$ cat src/apit_pkg.sv
package apit_pkg;

    // ****************************************
    // Register map: word index, byte address is four times it
    // ****************************************
    localparam logic [11:0] APIT_IDX_TRIM = 12'h2F3;
    localparam logic [11:0] APIT_IDX_RATE_HI = 12'h2F4;
    localparam logic [11:0] APIT_IDX_RATE_LO = 12'h2F5;
    localparam logic [11:0] APIT_IDX_CTRL = 12'h2F2;
    localparam logic [11:0] APIT_ADDR_TRIM = {APIT_IDX_TRIM[9:0], 2'b00};
    localparam logic [11:0] APIT_ADDR_RATE_HI = {APIT_IDX_RATE_HI[9:0], 2'b00};
    localparam logic [11:0] APIT_ADDR_RATE_LO = {APIT_IDX_RATE_LO[9:0], 2'b00};
    localparam logic [11:0] APIT_ADDR_CTRL = {APIT_IDX_CTRL[9:0], 2'b00};
    localparam int APIT_AW = 14;

    // ****************************************
    // Control register fields
    // ****************************************
    localparam int APIT_B_SRC = 7;
    localparam int APIT_B_WSEL = 4;
    localparam int APIT_B_OEN = 3;
    localparam int APIT_B_FEN = 2;
    localparam int APIT_B_IEN = 1;
    localparam int APIT_B_FLAG = 0;
    localparam int APIT_TRIM_LSB = 2;

    // ****************************************
    // Reset values and timing
    // ****************************************
    localparam logic [7:0] APIT_RST_CTRL = 8'h00;
    localparam logic [15:0] APIT_RST_RATE = 16'h0000;
    localparam logic [5:0] APIT_RST_TRIM = 6'h00;
    localparam int APIT_SYS_HZ = 20000000;
    localparam int APIT_SLOW_HZ = 20000;
    // Slow tick period in system cycles at nominal trim
    localparam int APIT_SLOW_CYC = APIT_SYS_HZ / APIT_SLOW_HZ;
    // Trim step in system cycles per trim unit
    localparam int APIT_TRIM_STEP = 8;
    localparam int APIT_GATE_TICKS = 2;

    typedef struct packed {
        logic src_bus;
        logic wave_sel;
        logic out_en;
        logic feat_en;
        logic irq_en;
    } apit_ctrl_t;

endpackage

$ cat src/apit_slow_osc.sv
module apit_slow_osc
    import apit_pkg::*;
(
    // Clock and reset
    input wire logic i_sys_clk,
    input wire logic i_rst,
    // Trim
    input wire logic [5:0] i_trim,
    // Tick
    output logic o_tick
);

    // ****************************************
    // Trimmed divider
    // ****************************************
    logic [11:0] cnt;
    logic [11:0] next_cnt;
    logic [11:0] limit;
    logic signed [11:0] adj;

    always_comb
    begin
        // Top bit lengthens, lower bits shorten with falling weight
        adj = i_trim[5] ? 12'(32 * APIT_TRIM_STEP) : 12'h000;
        adj = adj - 12'(i_trim[4:0] * APIT_TRIM_STEP);
        // Nominal 20 kHz at zero trim
        limit = 12'(APIT_SLOW_CYC - 1) + 12'(adj);
        next_cnt = (cnt >= limit) ? 12'h000 : cnt + 12'h001;
    end

    always_ff @(posedge i_sys_clk or posedge i_rst)
    begin
        if (i_rst)
            cnt <= 12'h000;
        else
            cnt <= next_cnt;
    end

    assign o_tick = (cnt >= limit);

endmodule

$ cat src/apit_period.sv
module apit_period
    import apit_pkg::*;
(
    // Clock and reset
    input wire logic i_sys_clk,
    input wire logic i_rst,
    // Control
    input wire logic i_run,
    input wire logic i_tick,
    input wire logic [15:0] i_rate,
    // Events
    output logic o_half,
    output logic o_timeout
);

    // ****************************************
    // Half-period counter
    // ****************************************
    logic [15:0] cnt;
    logic [15:0] next_cnt;
    logic phase;
    logic next_phase;

    always_comb
    begin
        next_cnt = cnt;
        next_phase = phase;
        o_half = 1'b0;
        o_timeout = 1'b0;
        if (!i_run)
        begin
            next_cnt = 16'h0000;
            next_phase = 1'b0;
        end
        else if (i_tick)
        begin
            if (cnt == i_rate)
            begin
                // Period is 2*(rate+1) ticks, restarts itself
                next_cnt = 16'h0000;
                next_phase = ~phase;
                o_half = ~phase;
                o_timeout = phase;
            end
            else
                next_cnt = cnt + 16'h0001;
        end
    end

    always_ff @(posedge i_sys_clk or posedge i_rst)
    begin
        if (i_rst)
        begin
            cnt <= 16'h0000;
            phase <= 1'b0;
        end
        else
        begin
            cnt <= next_cnt;
            phase <= next_phase;
        end
    end

endmodule

$ cat src/apit_top.sv
// What this block does
// - Source bit 0 counts slow RC ticks, 1 counts bus clock.
// - Source bit writable only when enable clear before and in the write.
// - Pulse mode gives a high pulse each period end, half minimum period wide.
// - Square mode toggles pin each period, giving twice the period.
// - Pin shows wave only when output enable and feature enable set.
// - Feature enable starts the timer; clearing stops it.
// - Interrupt request equals flag and interrupt enable.
// - Flag sets at every elapsed period while running.
// - Flag clears only by writing one to it.
// - Trim is signed six-bit field in bits 7 to 2.
// - Trim loaded from flash after reset release.
// - Top trim bit lengthens, lower bits shorten with falling weight.
// - Rate is sixteen bits in high and low byte registers.
// - Rate writes are dropped while feature enabled.
// - Slow period is 2*(rate+1)*2 slow clock periods.
// - Bus period is 2*(rate+1) bus clock periods.
// - Slow start waits two slow ticks, one to two slow cycles, for gate release.
// - Slow clock is nominally 20 kHz.
module apit_top
    import apit_pkg::*;
(
    // Clock and reset
    input wire logic i_sys_clk,
    input wire logic i_rst,
    // APB slave
    input wire logic i_psel,
    input wire logic i_penable,
    input wire logic i_pwrite,
    input wire logic [APIT_AW-1:0] i_paddr,
    input wire logic [31:0] i_pwdata,
    output logic [31:0] o_prdata,
    output logic o_pready,
    output logic o_pslverr,
    // Flash trim load
    input wire logic i_trim_load,
    input wire logic [5:0] i_trim_flash,
    // Outputs
    output logic o_periodic_irq,
    output logic o_periodic_wave_pin
);

    // ****************************************
    // State
    // ****************************************
    apit_ctrl_t ctrl;
    apit_ctrl_t next_ctrl;
    logic flag;
    logic next_flag;
    logic [15:0] rate;
    logic [15:0] next_rate;
    logic [5:0] trim;
    logic [5:0] next_trim;
    logic wave;
    logic next_wave;
    logic pulse;
    logic next_pulse;
    logic [1:0] gate;
    logic [1:0] next_gate;
    logic [31:0] next_prdata;
    logic slow_tick;
    logic slow_half;
    logic half_ev;
    logic timeout;
    logic run;
    logic tick;
    logic wr;
    logic rd;
    logic [7:0] wd;
    logic [11:0] adr;
    logic hit;

    // ****************************************
    // Submodules
    // ****************************************
    apit_slow_osc u_osc
    (
        .i_sys_clk(i_sys_clk),
        .i_rst(i_rst),
        .i_trim(trim),
        .o_tick(slow_tick)
    );

    apit_period u_per
    (
        .i_sys_clk(i_sys_clk),
        .i_rst(i_rst),
        .i_run(run),
        .i_tick(tick),
        .i_rate(rate),
        .o_half(half_ev),
        .o_timeout(timeout)
    );

    // ****************************************
    // Bus decode
    // ****************************************
    assign adr = i_paddr[11:0];
    assign wd = i_pwdata[7:0];
    assign wr = i_psel && i_penable && i_pwrite;
    assign rd = i_psel && !i_penable && !i_pwrite;
    assign hit = (adr == APIT_ADDR_CTRL) || (adr == APIT_ADDR_TRIM)
        || (adr == APIT_ADDR_RATE_HI) || (adr == APIT_ADDR_RATE_LO);
    assign o_pready = 1'b1;
    assign o_pslverr = i_psel && i_penable && !hit;

    // With slow source each count tick is two slow ticks of the divider
    assign tick = ctrl.src_bus ? 1'b1 : (slow_tick && slow_half);
    assign run = ctrl.feat_en && (ctrl.src_bus || gate == 2'(APIT_GATE_TICKS));

    // ****************************************
    // Slow clock halving
    // ****************************************
    logic half_tgl;
    logic next_half_tgl;

    // Count tick is every second slow tick
    always_comb
    begin
        next_half_tgl = half_tgl;
        if (slow_tick)
            next_half_tgl = ~half_tgl;
    end

    always_ff @(posedge i_sys_clk or posedge i_rst)
    begin
        if (i_rst)
        begin
            half_tgl <= 1'b0;
        end
        else
        begin
            half_tgl <= next_half_tgl;
        end
    end

    assign slow_half = half_tgl;

    // ****************************************
    // Control register
    // ****************************************
    always_comb
    begin
        next_ctrl = ctrl;
        if (wr && adr == APIT_ADDR_CTRL)
        begin
            // Source held while enabled or being enabled
            if (!ctrl.feat_en && !wd[APIT_B_FEN])
                next_ctrl.src_bus = wd[APIT_B_SRC];
            next_ctrl.wave_sel = wd[APIT_B_WSEL];
            next_ctrl.out_en = wd[APIT_B_OEN];
            next_ctrl.feat_en = wd[APIT_B_FEN];
            next_ctrl.irq_en = wd[APIT_B_IEN];
        end
    end

    always_ff @(posedge i_sys_clk or posedge i_rst)
    begin
        if (i_rst)
        begin
            ctrl <= apit_ctrl_t'(APIT_RST_CTRL[4:0]);
        end
        else
        begin
            ctrl <= next_ctrl;
        end
    end

    // ****************************************
    // Time-out flag
    // ****************************************
    always_comb
    begin
        next_flag = flag;
        if (wr && adr == APIT_ADDR_CTRL && wd[APIT_B_FLAG])
            next_flag = 1'b0;
        // Set wins over a clear in the same cycle
        if (timeout)
            next_flag = 1'b1;
    end

    always_ff @(posedge i_sys_clk or posedge i_rst)
    begin
        if (i_rst)
        begin
            flag <= 1'b0;
        end
        else
        begin
            flag <= next_flag;
        end
    end

    // ****************************************
    // Rate registers
    // ****************************************
    always_comb
    begin
        next_rate = rate;
        // Writes dropped while feature enable is set, including the start gate wait
        if (wr && adr == APIT_ADDR_RATE_HI && !ctrl.feat_en)
            next_rate[15:8] = wd;
        if (wr && adr == APIT_ADDR_RATE_LO && !ctrl.feat_en)
            next_rate[7:0] = wd;
    end

    always_ff @(posedge i_sys_clk or posedge i_rst)
    begin
        if (i_rst)
        begin
            rate <= APIT_RST_RATE;
        end
        else
        begin
            rate <= next_rate;
        end
    end

    // ****************************************
    // Trim register
    // ****************************************
    always_comb
    begin
        next_trim = trim;
        if (i_trim_load)
            next_trim = i_trim_flash;
        if (wr && adr == APIT_ADDR_TRIM)
            next_trim = wd[7:APIT_TRIM_LSB];
    end

    always_ff @(posedge i_sys_clk or posedge i_rst)
    begin
        if (i_rst)
        begin
            trim <= APIT_RST_TRIM;
        end
        else
        begin
            trim <= next_trim;
        end
    end

    // ****************************************
    // Start gate
    // ****************************************
    // Opens after two slow ticks
    always_comb
    begin
        next_gate = gate;
        if (!ctrl.feat_en)
            next_gate = 2'b00;
        else if (slow_tick && gate != 2'(APIT_GATE_TICKS))
            next_gate = gate + 2'b01;
    end

    always_ff @(posedge i_sys_clk or posedge i_rst)
    begin
        if (i_rst)
        begin
            gate <= 2'b00;
        end
        else
        begin
            gate <= next_gate;
        end
    end

    // ****************************************
    // Pin waveforms
    // ****************************************
    always_comb
    begin
        next_wave = wave;
        next_pulse = pulse;
        // Pulse lasts one count tick, half the minimum period
        if (!run)
        begin
            next_wave = 1'b0;
            next_pulse = 1'b0;
        end
        else if (timeout)
        begin
            next_wave = ~wave;
            next_pulse = 1'b1;
        end
        else if (tick)
            next_pulse = 1'b0;
    end

    always_ff @(posedge i_sys_clk or posedge i_rst)
    begin
        if (i_rst)
        begin
            wave <= 1'b0;
            pulse <= 1'b0;
        end
        else
        begin
            wave <= next_wave;
            pulse <= next_pulse;
        end
    end

    // ****************************************
    // Read data
    // ****************************************
    // Captured in the setup cycle, stands until the next read
    always_comb
    begin
        next_prdata = o_prdata;
        if (rd)
        begin
            next_prdata = 32'h0000_0000;
            unique case (adr)
                APIT_ADDR_CTRL: next_prdata[7:0] = {ctrl.src_bus, 2'b00, ctrl.wave_sel,
                    ctrl.out_en, ctrl.feat_en, ctrl.irq_en, flag};
                APIT_ADDR_TRIM: next_prdata[7:0] = {trim, 2'b00};
                APIT_ADDR_RATE_HI: next_prdata[7:0] = rate[15:8];
                APIT_ADDR_RATE_LO: next_prdata[7:0] = rate[7:0];
                default: next_prdata = 32'h0000_0000;
            endcase
        end
    end

    always_ff @(posedge i_sys_clk or posedge i_rst)
    begin
        if (i_rst)
        begin
            o_prdata <= 32'h0000_0000;
        end
        else
        begin
            o_prdata <= next_prdata;
        end
    end

    // ****************************************
    // Outputs
    // ****************************************
    assign o_periodic_irq = flag && ctrl.irq_en;
    assign o_periodic_wave_pin = ctrl.out_en && ctrl.feat_en
        && (ctrl.wave_sel ? wave : pulse);

endmodule

$ cat config.mk
export PLATFORM = sky130hd
export DESIGN_NAME = apit_top
export DESIGN_NICKNAME = d
export VERILOG_FILES = /design/src/apit_pkg.sv /design/src/apit_slow_osc.sv /design/src/apit_period.sv /design/src/apit_top.sv
export SDC_FILE = /design/constraint.sdc
export NUM_CORES = 1
export LEC_CHECK = 0
export ABC_AREA = 1
export BUFFER_PORTS_ARGS = -buffer_cell sky130_fd_sc_hd__buf_2
export CAP_MARGIN = 5
export CORE_ASPECT_RATIO = 0.9
export CORE_MARGIN = 3
export CORE_UTILIZATION = 45
export CTS_CLUSTER_DIAMETER = 40
export CTS_CLUSTER_SIZE = 10
export DETAILED_ROUTE_END_ITERATION = 10
export PLACE_DENSITY = 0.66
export SETUP_SLACK_MARGIN = 0.1
export SLEW_MARGIN = 20
export SYNTH_ARGS = -nofsm -noshare
export SYNTH_HDL_FRONTEND = slang
export SYNTH_SLANG_ARGS = --single-unit
$ cat constraint.sdc
create_clock -name i_sys_clk -period 3.45 [get_ports i_sys_clk]
set_clock_uncertainty 0.05 [all_clocks]
set_input_delay 0.345 -clock i_sys_clk [delete_from_list [all_inputs] [get_ports i_sys_clk]]
set_output_delay 0.345 -clock i_sys_clk [all_outputs]
set_load 0.05 [all_outputs]
==> qor.yml <==
postCtsSetupRepairBufs: 0
finalCriticalPeriod_ps: 2850
cts_buffers: 9
setup_viol: 0
crit_arrival_ps: 3020
fp.coreArea_um2: 9780
rsz0062_at_grt: "false"
max_slew_margin_pct: 43.3
hpwl_mm: 8.21
grt.total_usage_pct: 19.7
yosys_warnings: 0
slew_viol_final: 0
wl_per_cell_um: 13.8
grt_antenna_before_repair: 0
rows: 34
synth_cells: 608
peakVddDrop_mv: 0.251
firstDrtPassIters: 5
cp_common_cell: "nand2_1"
num_io_pins: 94
ys_ff_latch: 70
maxCapViolations: 0
area_delta_synth_final_pct: 11.3
powerDensity_nw_per_um2: 451
die_y_um: 101
final-hold-violation-count: 0
path_max_fanout: 15
max_freq_ghz: 0.351
ys_types: 39
cts_sinks: 70
grt_pass1_vias: 3550
path_cells: "inv_1, ha_1, a21oi_1, nand2_1, xor2_1, ha_1, nand2_1, nor2_1, nand3_1, nand3_4, nand2_4, nand3_4, inv_2, nand2_1, o21ai_0"
power_leakage_uw: 0.00261
syn_avg_cell_area_um2: 7.49
use_met1_pct: 28.0
postCtsHoldBufs: 0
fp.dieW_um: 112
critPathKind: "reg2reg"
min_path_type: "in2async"
finalHoldWorstSlack_ps: 61.4
cp_slowest_cell: "dfrtp_1"
ys.flop_type: "dfrtp_1"
grt_overflow: 0
cp_num_buf_inv: 2
grt_pass1_wl_mm: 17.9
layout_worst_path_cycle_share_pct: 82.6
cts-root-buf: "clkbuf_16"
insertion_delay_ps: 340
crit_family: "simple AND/OR/NAND/NOR gates"
clock_path_buffers: 2
drtIter0Drc: 234
syn_area_um2: 4550
timing.setup.tns_ps: 0
worst_slew_pin_slew_ps: 844
power.total_uw: 2290
ys_seq_area_share_pct: 38.5
end_kind: "flip-flop"
totalWireLength_mm: 10.8
grt_util_met2_pct: 30.8
cts_tree: "done"
gr-usage-met3_pct: 4.24
busiest_layer: "met2"
numPortBuffers: 42
post_cts_resized: 0
clkTransAtPathRegs_ps: 60
start_util_pct: 46.5
r2r_cells: 15
worst-path-stages: 15
htree_levels: 3
postRouteAntennaNets: 0
drive_gt1_share_pct: 16.3
nets: 728
gp_congestion: 0.885
start_kind: "flip-flop"
drc: 0
routed_via_density: 5.07
antennaDiodeCount: 0
cp.required_ps: 3610
status: "finished, final reports clean"
synth_edf_count: 0
cpPeakStageDelay_ps: 420
die_area_um2: 11400
vias: 3978
grt_max_degree: 33
synthArstFlopShare_pct: 100
cells by family (layout without fill, tap and decap cells):
logic type | count (synthesis) | in the layout | share of synthesized area [%]
AOI/OAI and AO/OA | 80 | 80 | 10.5
DFF | 70 | 70 | 38.5
adders and majority gates | 17 | 17 | 4.67
xor gates and xnor gates | 15 | 15 | 2.88
buffers and inverters | 125 | 152 | 13.3
and+or+nand+nor | 299 | 299 | 30.1
other | 2 | 25 | 0.165
worst reg2reg max path, stage by stage, from the launching register on:
cell and delay, ps:
dfrtp_1 420, inv_1 80, ha_1 350, a21oi_1 200, nand2_1 110, xor2_1 150, ha_1 270, nand2_1 50
nor2_1 210, nand3_1 160, nand3_4 130, nand2_4 70, nand3_4 210, inv_2 130, nand2_1 70, o21ai_0 70
state kept, by name, summed over array words and instances, names as in the netlist:
signal       flops
trim             6
ctrl             5
wave             1
gate             2
u_osc.cnt       12
flag             1
pulse            1
half_tgl         1
o_prdata         8
u_per.phase      1
u_per.cnt       16
rate            16
power breakdown:
| part | switching, uW | internal (uW) | total, uW |
|---|---|---|---|
| combinational | 260 | 144 | 404 |
| sequential | 59.3 | 881 | 940 |
| clock | 382 | 562 | 944 |
| total | 701 | 1590 | 2290 |
synthesized netlist by cell type (all sizes together) (3+ instances only):
cell	count	area share, %
a21oi	9	1.2
buf	33	5.5
dfrtp	70	38
ha	17	4.7
inv	90	7.4
nand2	170	15
nand3	37	4.9
nand4	20	2.9
nor2	58	5.5
nor3	6	0.77
nor3b	4	0.66
o211ai	7	1.2
o21ai	52	6.5
o22ai	8	1.1
or2	3	0.41
xor2	13	2.5
stage by stage:
stage	setup slack [ps]	cell area, um^2	instances	util [%]
2_1_floorplan	1040	4640	631	-
3_3_place_gp	708	4770	768	48.8
3_5_place_dp	601	4770	768	48.8
4_1_cts	603	5070	784	51.8
5_1_grt	367	5070	784	51.8
6_report	599	5070	784	51.8
per-layer routing:
layer | share of wire [%] | wire [um]
met1 | 48 | 5180
met2 | 44 | 4710
met3 | 7.1 | 771
met4 | 1.4 | 153
met5 | 0 | 0
final timing paths:
kind	start	to	slack (ps)
setup / recovery	trim[3]	u_per.cnt[2]	600
hold / removal	i_rst	o_prdata[7]	60
setup reg to reg	trim[3]	u_per.cnt[2]	600
hold reg to reg	u_osc.cnt[0]	u_osc.cnt[0]	410
max in group asynchronous	i_rst	rate[8]	2540
min in group i_sys_clk	i_pwdata[7]	ctrl[4]	200
layout by cell type, fill, tap and decap left out, drive strengths merged, types with 2 or more instances in the layout:
master and n:
nor3b 4, nor3 6, buf 46, o22ai 8, xnor2 2, nand4 20, or2 3, a31oi 2
o21ai 52, conb 25, o211ai 7, clkinv 4, dfrtp 70, ha 17, a21oi 9, nand2 170
inv 91, xor2 13, nand3 37, nor2 58, clkbuf 9
area by class of cell:
class                   count  area, um^2
fillers                   967        4710
flip-flops and latches     70        1750
clock inverters             7        73.8
well taps                 126         158
inverters                  90         338
repair buffers             46         240
multi-input cells         436        2280
clock buffers               9         225
Power figures use the tool's default switching activity.
